$ cat config.mk
export PLATFORM = sky130hd
export DESIGN_NAME = dtc_top
export DESIGN_NICKNAME = d
export VERILOG_FILES = /design/src/rtl/dtc_pkg.sv /design/src/rtl/dtc_top.sv
export SDC_FILE = /design/constraint.sdc
export NUM_CORES = 1
export LEC_CHECK = 0
export ABC_AREA = 1
export BUFFER_PORTS_ARGS = -buffer_cell sky130_fd_sc_hd__buf_2
export CAP_MARGIN = 20
export CORE_UTILIZATION = 45
export DETAILED_ROUTE_END_ITERATION = 8
export GPL_TIMING_DRIVEN = 0
export PLACE_DENSITY = 0.66
export SYNTH_ARGS = -nofsm -noshare
export SYNTH_HDL_FRONTEND = slang
export SYNTH_SLANG_ARGS = --single-unit
$ cat constraint.sdc
create_clock -name pclk -period 3.8 [get_ports pclk]
set_clock_uncertainty 0.15 [all_clocks]
set_input_delay 0.38 -clock pclk [delete_from_list [all_inputs] [get_ports pclk]]
set_output_delay 0.38 -clock pclk [all_outputs]
set_load 0.005 [all_outputs]
$ cat src/rtl/dtc_pkg.sv
/*
 * dtc_pkg: register map, field layout, reset values and shared types
 * of the dual timer/counter.
 * Assumes a 32-bit APB master; every register is one aligned word.
 */
package dtc_pkg;

   // address decode
   localparam int          DTC_AW        = 12;
   localparam logic [11:0] DTC_CTRL_OFS  = 12'h000;
   localparam logic [11:0] DTC_MODE_OFS  = 12'h004;
   localparam logic [11:0] DTC_T0LO_OFS  = 12'h008;
   localparam logic [11:0] DTC_T0HI_OFS  = 12'h00C;
   localparam logic [11:0] DTC_T1LO_OFS  = 12'h010;
   localparam logic [11:0] DTC_T1HI_OFS  = 12'h014;

   // control word bit positions
   localparam int          DTC_RUN0_BIT  = 0;
   localparam int          DTC_FLAG0_BIT = 1;
   localparam int          DTC_RUN1_BIT  = 2;
   localparam int          DTC_FLAG1_BIT = 3;

   // mode word: timer 0 in bits 3:0, timer 1 in bits 7:4
   localparam int          DTC_TM0_LSB   = 0;
   localparam int          DTC_TM1_LSB   = 4;

   // reset values
   localparam logic [7:0]  DTC_CNT_RST   = 8'h00;
   localparam logic [7:0]  DTC_MODE_RST  = 8'h00;

   // peripheral cycle length in core clocks
   localparam int          DTC_PERIPH_DIV = 6;

   // counting limits
   localparam logic [4:0]  DTC_PRESC_MAX = 5'h1F;
   localparam logic [7:0]  DTC_BYTE_MAX  = 8'hFF;

   typedef enum logic [1:0] {
      DTC_MODE_13BIT  = 2'h0,
      DTC_MODE_16BIT  = 2'h1,
      DTC_MODE_RELOAD = 2'h2,
      DTC_MODE_SPLIT  = 2'h3
   } dtc_mode_t;

   typedef struct packed {
      logic      gate;
      logic      src;
      dtc_mode_t mode;
   } dtc_tmode_t;

   typedef struct packed {
      logic       ovf;
      logic [7:0] hi;
      logic [7:0] lo;
   } dtc_cnt_t;

endpackage

$ cat src/rtl/dtc_top.sv
/*
 * dtc_top: two 16-bit timer/counters behind an APB slave.
 * Assumes pclk at 250 MHz, asynchronous active-low presetn, pins that
 * arrive asynchronously, and an interrupt controller on pclk that pulses
 * irq_ack when it services an overflow request.
 */
// Implementation choices: the register addresses and the APB interface to the registers.
//
// Contract
// - while running, input bumps low byte; low carry bumps high; high carry sets flag.
// - setting run keeps the count; counting resumes from held value.
// - source zero counts once per peripheral cycle.
// - source one counts a high sample followed by a low sample.
// - edge count lands in the cycle after detection, two peripheral cycles per count.
// - without gating run alone enables; with gating the gate pin also decides; timer 1 ignores run1 while timer 0 is in mode 3.
// - gated timer counts only while gate pin high and run set; timer 1 needs no run1 while timer 0 is in mode 3.
// - rollover from all ones sets overflow flag and raises request.
// - mode 0 13-bit, 1 16-bit, 2 auto-reload, 3 split or halt.
// - mode 0: high byte fed by five-bit prescaler in low byte.
// - mode 1: cascaded 16-bit counter, input increments low byte.
// - mode 2: low byte overflow sets flag and reloads from unchanged high byte.
// - new reload value may be written any time, used at next overflow.
// - servicing the request clears the overflow flag.
// - software may clear timer 0 flag while its interrupt is disabled.
// - timer 0 mode 3: low byte uses timer 0 controls; high uses only run1 and counts once per peripheral cycle, ignoring timer 1's gate and source.
// - timer 1 mode 3 halts and holds; leaving it resumes counting.
`timescale 1ns/1ps
module dtc_top
   import dtc_pkg::*;
#(
   parameter int PERIPH_DIV = DTC_PERIPH_DIV
) (
   // clock and reset
   input  wire logic              pclk,
   input  wire logic              presetn,
   // apb slave
   input  wire logic              psel,
   input  wire logic              penable,
   input  wire logic              pwrite,
   input  wire logic [DTC_AW-1:0] paddr,
   input  wire logic [31:0]       pwdata,
   output logic      [31:0]       prdata,
   output logic                   pready,
   output logic                   pslverr,
   // external pins
   input  wire logic              count_pin_0,
   input  wire logic              count_pin_1,
   input  wire logic              gate_pin_0,
   input  wire logic              gate_pin_1,
   // interrupt controller
   input  wire logic [1:0]        irq_ack,
   input  wire logic              t0_irq_enabled,
   output logic      [1:0]        overflow_flag
);

   logic [7:0]  div_cnt_r;
   logic        per_tick_r;
   logic [3:0]  sync1_r;
   logic [3:0]  sync2_r;
   logic [1:0]  ev_smp_r;
   logic        run0_r;
   logic        run1_r;
   logic        flag0_r;
   logic        flag1_r;
   logic [7:0]  mode_r;
   logic [7:0]  lo0_r;
   logic [7:0]  hi0_r;
   logic [7:0]  lo1_r;
   logic [7:0]  hi1_r;
   logic        pready_r;
   logic        pslverr_r;
   logic [31:0] prdata_r;

   // peripheral cycle enable
   always_ff @(posedge pclk or negedge presetn) begin
      if (!presetn) begin
         div_cnt_r  <= 8'h00;
         per_tick_r <= 1'b0;
      end else begin
         div_cnt_r  <= (div_cnt_r == 8'(PERIPH_DIV - 1)) ? 8'h00 : div_cnt_r + 8'h01;
         per_tick_r <= (div_cnt_r == 8'(PERIPH_DIV - 1));
      end
   end

   // pin synchronisers: {gate_pin_1, gate_pin_0, count1, count0}
   always_ff @(posedge pclk or negedge presetn) begin
      if (!presetn) begin
         sync1_r <= 4'h0;
         sync2_r <= 4'h0;
      end else begin
         sync1_r <= {gate_pin_1, gate_pin_0, count_pin_1, count_pin_0};
         sync2_r <= sync1_r;
      end
   end

   // event pin sampled once per peripheral cycle
   always_ff @(posedge pclk or negedge presetn) begin
      if (!presetn) begin
         ev_smp_r <= 2'h0;
      end else if (per_tick_r) begin
         ev_smp_r <= sync2_r[1:0];
      end
   end

   dtc_tmode_t tm [2];
   logic [1:0] gate_ok;
   logic [1:0] src_tick;

   assign tm[0] = dtc_tmode_t'(mode_r[DTC_TM0_LSB +: 4]);
   assign tm[1] = dtc_tmode_t'(mode_r[DTC_TM1_LSB +: 4]);

   for (genvar i = 0; i < 2; i++) begin : g_src
      assign gate_ok[i]  = ~tm[i].gate | sync2_r[2+i];
      assign src_tick[i] = per_tick_r & (tm[i].src ? (ev_smp_r[i] & ~sync2_r[i])
                                                   : 1'b1);
   end

   // one counting step of a timer in its selected mode
   function automatic dtc_cnt_t dtc_step(dtc_mode_t m, logic go, logic [7:0] hi, logic [7:0] lo);
      dtc_cnt_t r;
      r = {1'b0, hi, lo};
      if (go) begin
         case (m)
            DTC_MODE_13BIT: begin
               r.lo[4:0] = lo[4:0] + 5'h01;
               if (lo[4:0] == DTC_PRESC_MAX) begin
                  r.hi  = hi + 8'h01;
                  r.ovf = (hi == DTC_BYTE_MAX);
               end
            end
            DTC_MODE_16BIT: begin
               r = {1'b0, hi, lo} + 17'h00001;
            end
            DTC_MODE_RELOAD: begin
               if (lo == DTC_BYTE_MAX) begin
                  r.lo  = hi;
                  r.ovf = 1'b1;
               end else begin
                  r.lo = lo + 8'h01;
               end
            end
            default: begin
               {r.ovf, r.lo} = {1'b0, lo} + 9'h001;
            end
         endcase
      end
      return r;
   endfunction

   // enables and next counts
   logic       t0_split;
   logic       go0;
   logic       go0h;
   logic       go1;
   dtc_cnt_t   step0;
   dtc_cnt_t   step1;
   logic [8:0] split_hi;
   logic [7:0] hi0_calc;
   logic       set0;
   logic       set1;

   assign t0_split = (tm[0].mode == DTC_MODE_SPLIT);
   assign go0      = run0_r & gate_ok[0] & src_tick[0];
   assign go0h     = t0_split & run1_r & per_tick_r;
   assign go1      = (t0_split | run1_r) & gate_ok[1] & src_tick[1]
                     & (tm[1].mode != DTC_MODE_SPLIT);
   assign step0    = dtc_step(tm[0].mode, go0, hi0_r, lo0_r);
   assign step1    = dtc_step(tm[1].mode, go1, hi1_r, lo1_r);
   assign split_hi = {1'b0, hi0_r} + 9'h001;
   assign hi0_calc = t0_split ? (go0h ? split_hi[7:0] : hi0_r) : step0.hi;
   assign set0     = step0.ovf;
   assign set1     = t0_split ? (go0h & split_hi[8]) : step1.ovf;

   // apb decode
   logic        acc;
   logic        wr_en;
   logic        sel_ctrl;
   logic        sel_mode;
   logic        sel_t0lo;
   logic        sel_t0hi;
   logic        sel_t1lo;
   logic        sel_t1hi;
   logic        mapped;
   logic [3:0]  ctrl_word;
   logic [31:0] rd_data;

   assign acc      = psel & penable;
   assign wr_en    = acc & pready_r & pwrite;
   assign sel_ctrl = (paddr == DTC_CTRL_OFS);
   assign sel_mode = (paddr == DTC_MODE_OFS);
   assign sel_t0lo = (paddr == DTC_T0LO_OFS);
   assign sel_t0hi = (paddr == DTC_T0HI_OFS);
   assign sel_t1lo = (paddr == DTC_T1LO_OFS);
   assign sel_t1hi = (paddr == DTC_T1HI_OFS);
   assign mapped   = sel_ctrl | sel_mode | sel_t0lo | sel_t0hi | sel_t1lo | sel_t1hi;

   assign ctrl_word[DTC_RUN0_BIT]  = run0_r;
   assign ctrl_word[DTC_FLAG0_BIT] = flag0_r;
   assign ctrl_word[DTC_RUN1_BIT]  = run1_r;
   assign ctrl_word[DTC_FLAG1_BIT] = flag1_r;

   assign rd_data = sel_ctrl ? {28'h0000000, ctrl_word} :
                    sel_mode ? {24'h000000, mode_r} :
                    sel_t0lo ? {24'h000000, lo0_r} :
                    sel_t0hi ? {24'h000000, hi0_r} :
                    sel_t1lo ? {24'h000000, lo1_r} :
                    sel_t1hi ? {24'h000000, hi1_r} : 32'h00000000;

   // flag next values: hardware set wins over any clear
   logic sw_flag0;
   logic flag0_nxt;
   logic flag1_nxt;

   assign sw_flag0  = wr_en & sel_ctrl & ~t0_irq_enabled;
   assign flag0_nxt = set0 | (sw_flag0 ? pwdata[DTC_FLAG0_BIT]
                                       : (flag0_r & ~irq_ack[0]));
   assign flag1_nxt = set1 | (flag1_r & ~irq_ack[1]);

   // apb handshake: one wait state, then ready
   always_ff @(posedge pclk or negedge presetn) begin
      if (!presetn) begin
         pready_r  <= 1'b0;
         pslverr_r <= 1'b0;
         prdata_r  <= 32'h00000000;
      end else begin
         pready_r  <= acc & ~pready_r;
         pslverr_r <= acc & ~pready_r & ~mapped;
         if (acc & ~pready_r & ~pwrite) begin
            prdata_r <= rd_data;
         end
      end
   end

   // control, mode and flags
   always_ff @(posedge pclk or negedge presetn) begin
      if (!presetn) begin
         run0_r  <= 1'b0;
         run1_r  <= 1'b0;
         flag0_r <= 1'b0;
         flag1_r <= 1'b0;
         mode_r  <= DTC_MODE_RST;
      end else begin
         flag0_r <= flag0_nxt;
         flag1_r <= flag1_nxt;
         if (wr_en & sel_ctrl) begin
            run0_r <= pwdata[DTC_RUN0_BIT];
            run1_r <= pwdata[DTC_RUN1_BIT];
         end
         if (wr_en & sel_mode) begin
            mode_r <= pwdata[7:0];
         end
      end
   end

   // count bytes: a software preset overrides the step of that byte
   always_ff @(posedge pclk or negedge presetn) begin
      if (!presetn) begin
         lo0_r <= DTC_CNT_RST;
         hi0_r <= DTC_CNT_RST;
         lo1_r <= DTC_CNT_RST;
         hi1_r <= DTC_CNT_RST;
      end else begin
         lo0_r <= (wr_en & sel_t0lo) ? pwdata[7:0] : step0.lo;
         hi0_r <= (wr_en & sel_t0hi) ? pwdata[7:0] : hi0_calc;
         lo1_r <= (wr_en & sel_t1lo) ? pwdata[7:0] : step1.lo;
         hi1_r <= (wr_en & sel_t1hi) ? pwdata[7:0] : step1.hi;
      end
   end

   assign prdata        = prdata_r;
   assign pready        = pready_r;
   assign pslverr       = pslverr_r;
   assign overflow_flag = {flag1_r, flag0_r};

   // checks
   logic no_wr0;
   logic no_wr1;

   assign no_wr0 = ~(wr_en & (sel_t0lo | sel_t0hi));
   assign no_wr1 = ~(wr_en & (sel_t1lo | sel_t1hi));
endmodule

Word level (Yosys, flattened, before mapping)
Cells that the tools add are included.
{ "classes": {"eq_ne": 23, "shifts": 0, "add_sub_neg": 12, "n_bitwise": 47, "mul": 0, "reduce_logical": 13, "n_lt_le_gt_ge": 0, "n_div": 0, "n_mux": 33} }
{ "op_table": {"columns": ["op", "n"], "rows": [
  ["2-to-1 mux 8 bit", 15],
  ["adder 8 x 1 -> 8 bit (second input constant)", 5],
  ["adder 16 x 1 -> 17 bit (second input constant)", 2],
  ["2-to-1 mux 17 bit", 2],
  ["equality test 8 bit (second input constant)", 4],
  ["case mux 8 bit (2 select lines)", 2],
  ["case mux 5 bit (3 select lines)", 2],
  ["adder 8 x 1 -> 9 bit (second input constant)", 3],
  ["bitwise AND 1 bit", 27],
  ["equality test 12 x 4 -> 1 bit (second input constant)", 2],
  ["equality test 12 x 5 -> 1 bit (second input constant)", 2],
  ["2-to-1 mux 9 bit", 2],
  ["case mux 3 bit (3 select lines)", 2],
  ["equality test 12 x 3 -> 1 bit (second input constant)", 1],
  ["zero test 12 bit", 1],
  ["adder 5 x 1 -> 5 bit (second input constant)", 2],
  ["equality test 5 bit (second input constant)", 2],
  ["inverter 1 bit", 10],
  ["bitwise OR 1 bit", 10],
  ["equality test 8 x 3 -> 1 bit (second input constant)", 1],
  ["equality test 2 bit (second input constant)", 3],
  ["2-to-1 mux 1 bit", 6],
  ["!= test 2 bit (second input constant)", 3],
  ["case mux 1 bit (3 select lines)", 2],
  ["11 further kinds", 17]
]} }
{ "totals": {"ram_bits": 0, "wordCells": 147, "regBits": 97, "mem_count": 0, "output_inout_bits": 36, "latchBits": 0, "input_bits": 56, "rom_bits": 0} }

Longest topological paths before layout
Gate-level depths: netlist of the first run.
{ "logic_depth": {"ltp_word": 9, "mapped_depth": 13} }

Least setup slack after synthesis of the first run
Ideal clock, no wire load.
{ "synth_path": {"path_kind": "reg-to-reg", "startpoint": "reg lo0_r[0]", "endpoint": "reg hi0_r[2]", "synth_period_minus_slack_ps": 2094, "required_time_ps": 3534, "slack_ps": 1706, "arrival_time_ps": 1828, "setup_ps": 116, "path_stages_with_launch": 13, "cell_sequence": "dfrtp_1 ha_1 nand3_1 inv_1 ha_1 clkbuf_1 o21ai_0 inv_1 a21oi_1 buf_2 nor2_1 nand2_1 nand2_1"} }
{ "synth_between": {"elab_chain_cells": 5} }
{ "synth_lines": {"columns": ["item", "line", "source"], "rows": [
  ["start, declared", "dtc_top.sv:66", "logic [7:0] lo0_r;"],
  ["start signal, assigned", "dtc_top.sv:263", "lo0_r <= (wr_en & sel_t0lo) ? pwdata[7:0] : step0.lo;"],
  ["adder 16 x 1 -> 17 bit", "dtc_top.sv:132", "r = {1'b0, hi, lo} + 17'h00001;"],
  ["case mux 8 bit (2 select lines)", "dtc_top.sv:123", "case (m)"],
  ["2-to-1 mux 17 bit", "dtc_top.sv:122", "if (go) begin"],
  ["2-to-1 mux 8 bit", "dtc_top.sv:170", "assign hi0_calc = t0_split ? (go0h ? split_hi[7:0] : hi0_r) : step0.hi;"],
  ["2-to-1 mux 8 bit", "dtc_top.sv:264", "hi0_r <= (wr_en & sel_t0hi) ? pwdata[7:0] : hi0_calc;"],
  ["end signal, assigned", "dtc_top.sv:264", null],
  ["end, declared", "dtc_top.sv:67", "logic [7:0] hi0_r;"]
]} }
Parallel ways exist; a longest one is shown, timed or not. The select of a mux whose other input is x is not followed.
A chain may end at the register's enable or synchronous reset.

Worst setup path after layout of the first run
{ "layout_path": {"startpoint": "reg lo0_r[0]", "endpoint": "reg hi0_r[6]"} }
The elaborated chain is that of the path after synthesis.

==> results.md, run 1 <==
* Core Area at 12160 sq um
* Min-delay src: pwdata[5]
* Fill count at 1247
* Initial core utilization at 0.4658
* Placed Cells at 1116
* Critical path peak fanout at 10
* Remaining routing DRC violations at 0
* Worst R2R End: hi0_r[6]$_DFFE_PN0P_
* Min Hold Slack at 139.7 ps
* Setup bufs post-CTS at 0
* Area of the multi-input gates at 3178 sq um
* Total CTS buffers at 9
* Mux cell area share after synthesis at 0
* Most common cell after layout, fill and taps aside: nand2_1
* Post-Synth Adder-Cell Area at 0.03534
* Reg2reg setup slack at 1320 ps
* WP data required at 3880 ps
* Clock Path Buffers at 2
* Ys async rst share at 1.000
* Highest clock rate at 403.5 MHz
* Startpoint types: register
* First-pass GRT wire length at 25520 um
* DRT Pass-1 Iters at 5
* Crit-path cells: ha_1 > nand3_1 > inv_1 > ha_1 > clkbuf_1 > o21ai_0 > inv_1 > a21oi_1 > buf_2 > nor2_1 > nand2_1 > nand2_1
* CTS tree: yes
* Clk Latency, worst-skew pair at 340 ps
* CP max-delay cell: dfrtp_1
* Tmin final at 2478 ps
* Ports at 92
* Layout Nets at 1036
* PortBufs at 43
* Outcome: finished, final reports clean
* Critical Path End: hi0_r[6]$_DFFE_PN0P_
* Finished Cell Area at 6591 sq um
* Synth unique cells at 36
* CP endpoint kind: register
* Type of the worst min-delay path: in -> reg
* Gr ovfl total at 0
* Final hold vios at 0
* Compound-Gate Fraction of Synth Area at 0.08105
* Post-synth top flop: dfrtp_1
* Reg area at 1827 sq um
* Num rows at 40
* XOR/XNOR Fraction of Synth Area at 0.02164
* Syn Area/Cell at 6.431 sq um
* Post-Syn Instances at 881
* CP Depth at 12
* CP Buf/Inv Count at 4
* Largest net degree at the start of global routing at 66
* Critical Path AT at 2560 ps
* Max-cap violation count at 0
* Fin crit share at 0.6522
* Ant. Diodes at 0
* Vias in the first global route at 5023
* GRT Total Usage at 0.2590
* H-tree Lvls at 3
* Final setup vio count at 0
* R2R cell count at 12
* Synth warn at 0
* LEAKAGE at 3.596 nW
* Layout Utilization at 0.5420
* Routed Antenna Nets at 0
* Slew @ Worst Pin at 748.7 ps
* Critical Path Source: lo0_r[0]$_DFFE_PN0P_
* Vias at 5626
* CP max stage delay at 420 ps
* Most frequent cells in the layout: 300 x nand2_1, 121 x inv_1, 98 x nand3_1
* Wirelength, routed at 15890 um
* Area after DPL at 6207 sq um
* Largest family of logic cells by synthesized area: simple AND/OR/NAND/NOR gates
* DP Wirelength at 12170 um
* Chip width at 114.2 um
* Root Driver: clkbuf_16
* CTS clk-pin slew, worst paths at 60 ps
* 1st-iter DRT viols at 504
* Vias per inst at 4.952
* CP top delay family: buffers and inverters
* Pre-CTS setup slack at 1362 ps
* FF-to-FF Start: lo0_r[0]$_DFFE_PN0P_
* Cell Pwr Density at 284.1 nW/um^2
* Slew HR at 0.4962
* RSZ-0062 raised after global routing: false
* Mapped Area at 5665 sq um
* Fin worst setup slack at 1322 ps
* Number of enable flip-flop cells after synthesis at 0
* Critical path type: reg -> reg
* VDD IR max at 318.1 uV
* Gpl congestion at 0.9425
* Routed len/inst at 13.99 um
* Die area at 13040 sq um
* Initial antenna violation count at 0
* Area growth from synthesis to layout at 16.34%
* Tot Pwr at 1.872 mW
* Register bit count reported by yosys at 73
* Share of post-route cells with drive strength above 1 at 0.1260
* Final Max Tran Viols at 0
* Post-synthesis simple-gate area fraction at 0.4070
* Die Y-Extent at 114.2 um
* Clock Sinks at 73
* TNS Setup at 0 ps
* Fin cells at 1136
* Sequential element share of the synthesized area at 0.3224
==> logic make-up (layout without fill, tap and decap cells) <==
group / Yosys count / after routing
simple gates: 525 / 525
fa+ha+maj: 16 / 16
xor+xnor: 14 / 14
compound gates: 86 / 86
buf+inv: 166 / 230
flops: 73 / 73
other cells: 1 / 24
==> sequential cells by signal, summed over array words and instances, names as in the netlist, 8 cells and up <==
| signal | cells |
|---|---|
| lo0_r | 8 |
| mode_r | 8 |
| hi0_r | 8 |
| prdata | 8 |
| hi1_r | 8 |
| lo1_r | 8 |
| div_cnt_r | 8 |
==> cells in the mapped netlist (all sizes together), types with 8 or more instances <==
cell | count | area share
ha | 16 | 0.035
o21ai | 49 | 0.043
o22ai | 13 | 0.014
nand3 | 101 | 0.095
inv | 128 | 0.085
buf | 32 | 0.043
a21oi | 19 | 0.017
nand4 | 8 | 0.0088
xor2 | 11 | 0.017
nor2 | 92 | 0.073
dfrtp | 73 | 0.32
nand2 | 311 | 0.22
==> how the worst min path moves through the flow <==
stage,endpoint,depth (start not counted),slack [ps]
finish,hi1_r[5]$_DFFE_PN0P_,3,140
detailed placement,hi1_r[1]$_DFFE_PN0P_,1,80
global placement,sync2_r[1]$_DFF_PN0_,0,180
floorplan,div_cnt_r[0]$_DFF_PN0_,0,-70
CTS,hi1_r[5]$_DFFE_PN0P_,3,130
global route,hi1_r[5]$_DFFE_PN0P_,3,160
==> cell type report <==
cell class	count	share of cell area
sequential	73	0.2771
buffer	36	0.03910
clock inverter	5	0.01595
inverter	130	0.07422
multi-input combinational	665	0.4822
tap	168	0.03189
timing repair buffer	49	0.04480
clock buffer	10	0.03474
==> layer usage <==
layer / up-vias / GRT usage / part of all wire
li1: 2898 / - / -
met1: 2503 / 0.3653 / 0.49
met2: 183 / 0.3758 / 0.41
met3: 42 / 0.03864 / 0.053
met4: 0 / 0.1515 / 0.049
met5: - / 0 / 0
==> repair_timing <==
action / 4_1_cts / 5_1_grt
hold buffers: 5 / 0
hold endpoints to repair: 12 / 0
resized for setup: 0 / 0
==> tightest hold or removal path, stage by stage <==
cell     delay [ps]
buf_2            90
nand2_1          50
nand3_1          70
==> report_power, final <==
part / switching (mW) / internal (mW) / leakage [nW]
Clock: 0.341 / 0.638 / 0.155
Sequential: 0.00232 / 0.784 / 0.986
Combinational: 0.0658 / 0.0414 / 2.45
Total: 0.409 / 1.46 / 3.60
(Power assumes the default switching activity.)
==> run 2, diff against run 1 <==
Clock period 3.8 ns to 2.3 ns, I/O delays scaled along.
==> run 2 against run 1 <==
  * Clock power grew 65%
  * Core utilization increased by 0.35 points
  * Worst setup slack worse by 1200 ps
  * Die area stayed put
  * Hold slack lost 130 ps
  * Critical path depth shrank 1
  * Sequential share of layout area fell by 0.16 points
  * Power increased by 65%
  * Via count rose by 0.92%
  * Maximum frequency grew 14%
  * Critical path type unchanged
  * Highest routed layer unchanged
==> results.md, run 2 (synthesis results as in run 1) <==
* Outcome: finished, final reports clean
* Gr ovfl total at 0
* Clk Latency, worst-skew pair at 340 ps
* Routed Antenna Nets at 0
* Total CTS buffers at 9
* Layout Nets at 1036
* Critical Path Source: lo0_r[1]$_DFFE_PN0P_
* Most common cell after layout, fill and taps aside: nand2_1
* Type of the worst min-delay path: in -> reg
* Critical path peak fanout at 10
* Wirelength, routed at 15930 um
* Fin crit share at 0.9416
* Chip width at 114.2 um
* GRT Total Usage at 0.2596
* Vias per inst at 4.998
* LEAKAGE at 3.595 nW
* Initial antenna violation count at 0
* Tmin final at 2166 ps
* 1st-iter DRT viols at 559
* Clock Path Buffers at 2
* CTS tree: yes
* R2R cell count at 11
* Num rows at 40
* Initial core utilization at 0.4658
* CP endpoint kind: register
* RSZ-0062 raised after global routing: false
* Fin cells at 1136
* H-tree Lvls at 3
* First-pass GRT wire length at 25600 um
* Remaining routing DRC violations at 0
* Core Area at 12160 sq um
* Ports at 92
* Root Driver: clkbuf_16
* Slew HR at 0.4962
* Hold Path Stages at 4
* FF-to-FF Start: lo0_r[1]$_DFFE_PN0P_
* Share of post-route cells with drive strength above 1 at 0.1322
* Layout Utilization at 0.5455
* Die Y-Extent at 114.2 um
* WP data required at 2380 ps
* Vias in the first global route at 5046
* Largest net degree at the start of global routing at 66
* Critical path type: reg -> reg
* DP Wirelength at 12170 um
* Gpl congestion at 0.9425
* Cell Pwr Density at 466.7 nW/um^2
* Startpoint types: register
* Highest clock rate at 461.8 MHz
* Min Hold Slack at 13.17 ps
* Final hold vios at 0
* DRT Pass-1 Iters at 5
* Reg2reg setup slack at 130 ps
* Reg area at 1828 sq um
* Fin worst setup slack at 134.4 ps
* Clock Sinks at 73
* Area of the multi-input gates at 3207 sq um
* Min-delay src: irq_ack[0]
* Die area at 13040 sq um
* Ant. Diodes at 0
* Pre-CTS setup slack at -138.2 ps
* Max-cap violation count at 0
* Placed Cells at 1116
* Vias at 5678
* Final Max Tran Viols at 0
* Critical Path AT at 2250 ps
* VDD IR max at 525.3 uV
* CTS clk-pin slew, worst paths at 60 ps
* Area growth from synthesis to layout at 17.09%
* Setup bufs post-CTS at 0
* Most frequent cells in the layout: 300 x nand2_1, 121 x inv_1, 98 x nand3_1
* Final setup vio count at 0
* Fill count at 1247
* PortBufs at 43
* Routed len/inst at 14.03 um
* Slew @ Worst Pin at 748.7 ps
[run 2: repair_timing]
| item | CTS | global route |
|---|---|---|
| hold endpoints to repair | 78 | 0 |
| setup endpoints to repair | 13 | 15 |
| hold buffers | 6 | 0 |
| gates resized for setup | 3 | 7 |
[run 2: final cells by class]
class / instances / share of cell area
clock buffers: 10 / 0.03452
inverters: 130 / 0.07375
plain buffers: 35 / 0.03923
well taps: 168 / 0.03169
flip-flops and latches: 73 / 0.2756
clock inverters: 5 / 0.01584
multi-input cells: 665 / 0.4834
repair buffers: 50 / 0.04602
[run 2: worst max-delay path, cell delays in order, from the launching register on]
cell,delay [ps]
dfrtp_1,430
ha_1,230
nand3_1,110
inv_1,80
ha_2,240
o21ai_0,190
inv_1,100
a21oi_2,200
buf_6,170
nor2_1,50
nand2_1,50
nand2_1,40
[run 2: routing by layer]
layer / track usage / part of all wire
met5: 0 / 0
met4: 0.1515 / 0.049
met3: 0.04394 / 0.058
met2: 0.3774 / 0.41
met1: 0.3626 / 0.48
[run 2: worst paths after layout]
kind | to
worst max-delay path | hi0_r[6]$_DFFE_PN0P_
worst min-delay path | flag0_r$_DFF_PN0_
worst max register to register | hi0_r[6]$_DFFE_PN0P_
worst min register to register | sync2_r[2]$_DFF_PN0_
max in group asynchronous | hi0_r[3]$_DFFE_PN0P_
min in group asynchronous | hi1_r[2]$_DFFE_PN0P_
[run 2: report_power, final]
part           switching [mW]  total, mW  internal, mW
Combinational           0.109      0.178        0.0695
Sequential            0.00383       1.30          1.30
Clock                   0.564       1.62          1.05
Total                   0.677       3.10          2.42
[run 2: per-stage QoR]
| step | total power [mW] | instance area [sq um] | setup TNS [ps] |
|---|---|---|---|
| final | 3.096 | 6634 | 0 |
| after global routing | 3.198 | 6634 | 0 |
| after CTS | 3.123 | 6605 | 0 |
| after detailed placement | 1.494 | 6207 | -613.7 |
| after global placement | 1.487 | 6177 | -943.9 |
| after floorplan | 1.400 | 5752 | 0 |
==> run 3, diff against run 2 <==
Settings changed: CORE_MARGIN set to 3.
==> run 3 against run 2 <==
  * Power fell by 1.7%
  * Final area is essentially flat
  * Combinational power is essentially flat
  * Critical path depth rose by 2
  * Critical endpoint is now hi1_r[0]$_DFFE_PN0P_
  * Largest cell class unchanged
  * Highest routed layer unchanged
==> results.md, run 3 (synthesis results as in run 1) <==
* Met1 wire length at 7555 um
* Min Hold Slack at 30.08 ps
* Total CTS buffers at 9
* Highest clock rate at 462.8 MHz
* Tot Pwr at 3.043 mW
* Num rows at 40
* Startpoint types: register
* Ant. Diodes at 0
* DR top layer: met4
* Reg2reg setup slack at 140 ps
* Remaining routing DRC violations at 0
* Critical Path End: hi1_r[0]$_DFFE_PN0P_
* Routed len/inst at 14.01 um
* Critical Path AT at 2230 ps
* Min-delay src: penable
* H-tree Lvls at 3
* Gr ovfl total at 0
* Share of post-route cells with drive strength above 1 at 0.1342
* Final Max Tran Viols at 0
* Largest net degree at the start of global routing at 69
* Met2 WL at 6980 um
* Setup bufs post-CTS at 0
* GRT Total Usage at 0.2260
* TNS Setup at 0 ps
* Ports at 92
* Fill count at 1220
* Met3 wire length at 984 um
* VDD IR max at 429.7 uV
* Wirelength, routed at 15930 um
* Type of the worst min-delay path: in -> reg
* Outcome: finished, final reports clean
* CTS clk-pin slew, worst paths at 60 ps
* Finished Cell Area at 6631 sq um
* Cell Pwr Density at 458.9 nW/um^2
* Slew @ Worst Pin at 766.0 ps
* Most common cell after layout, fill and taps aside: nand2_1
* Vias at 5594
* Fin crit share at 0.9394
* Reg area at 1828 sq um
* Core Area at 12160 sq um
* Vias per inst at 4.920
* Root Driver: clkbuf_16
* Area of the multi-input gates at 3209 sq um
* Routed Antenna Nets at 0
* First-pass GRT wire length at 25130 um
* Most frequent cells in the layout: 300 x nand2_1, 121 x inv_1, 98 x nand3_1
* Area after DPL at 6207 sq um
* Worst R2R End: hi1_r[0]$_DFFE_PN0P_
* DRT Pass-1 Iters at 5
* LEAKAGE at 3.600 nW
* CTS tree: yes
* Die Y-Extent at 118.2 um
* Clock Path Buffers at 2
* Slew HR at 0.4846
* Final hold vios at 0
* Max-cap violation count at 0
* Die area at 13970 sq um
* Gpl congestion at 0.9519
* Final setup vio count at 0
* FF-to-FF Start: lo1_r[1]$_DFFE_PN0P_
* R2R cell count at 13
* PortBufs at 43
* Critical Path Source: lo1_r[1]$_DFFE_PN0P_
* CP endpoint kind: register
* WP data required at 2370 ps
* 1st-iter DRT viols at 479
* Initial antenna violation count at 0
* DP Wirelength at 12270 um
* Vias in the first global route at 4937
* Chip width at 118.2 um
* Tmin final at 2161 ps
* Critical path type: reg -> reg
* Initial core utilization at 0.4658
* Area growth from synthesis to layout at 17.05%
* Clock Sinks at 73
* Clk Latency, worst-skew pair at 340 ps
* Layout Nets at 1036
* Layout Utilization at 0.5453
* Critical path peak fanout at 6
run 3: worst min-delay path by stage:
stage                                  end  slack [ps]  cells past startpoint
CTS                       pready$_DFF_PN0_          20                      3
finish                    pready$_DFF_PN0_          30                      3
global placement      sync2_r[1]$_DFF_PN0_         180                      0
floorplan           div_cnt_r[0]$_DFF_PN0_        -220                      0
detailed placement    lo0_r[3]$_DFFE_PN0P_         -90                      1
global route             flag0_r$_DFF_PN0_          30                      4
run 3: area by class of cell:
class                      instances  share of cell area
buffer                            35             0.03925
clock buffer                      10             0.03604
clock inverter                     6             0.01358
inverter                         130             0.07377
multi-input combinational        665              0.4840
sequential                        73              0.2757
tap                              168             0.03170
timing repair buffer              50             0.04604
run 3: worst max-delay path, cell delays in order (launching register included):
cell and delay (ps):
dfrtp_1 430, ha_1 220, nand2_1 120, nor2_4 170, ha_4 190, inv_1 80, nand2_1 60, nand2_1 50
nor2_1 180, inv_1 120, nand2_2 90, inv_2 70, nand2_1 60, nand3_1 70
run 3: metal layers:
| metal | vias to the layer above | GRT usage |
|---|---|---|
| met2 | 199 | 0.3519 |
| met1 | 2480 | 0.3172 |
| met5 | - | 0 |
| li1 | 2892 | - |
| met3 | 23 | 0.03445 |
| met4 | 0 | 0.08718 |
run 3: stage by stage:
| step | instances | setup slack [ps] |
|---|---|---|
| after global placement | 1115 | -183.8 |
| after floorplan | 904 | 205.9 |
| final | 1137 | 139.5 |
| after global routing | 1137 | -8.699 |
| after CTS | 1137 | 29.15 |
| after detailed placement | 1116 | -202.0 |
run 3: repair_timing:
action | CTS | global route
hold buffers | 6 | 0
resized for setup | 5 | 7
hold endpoints to repair | 78 | 0
pin swaps | 0 | 1
setup endpoints to repair | 15 | 16
run 3: power by group:
group          total [mW]  internal, mW  switching [mW]
combinational       0.179        0.0695           0.110
sequential           1.30          1.30         0.00425
clock                1.56         0.983           0.581
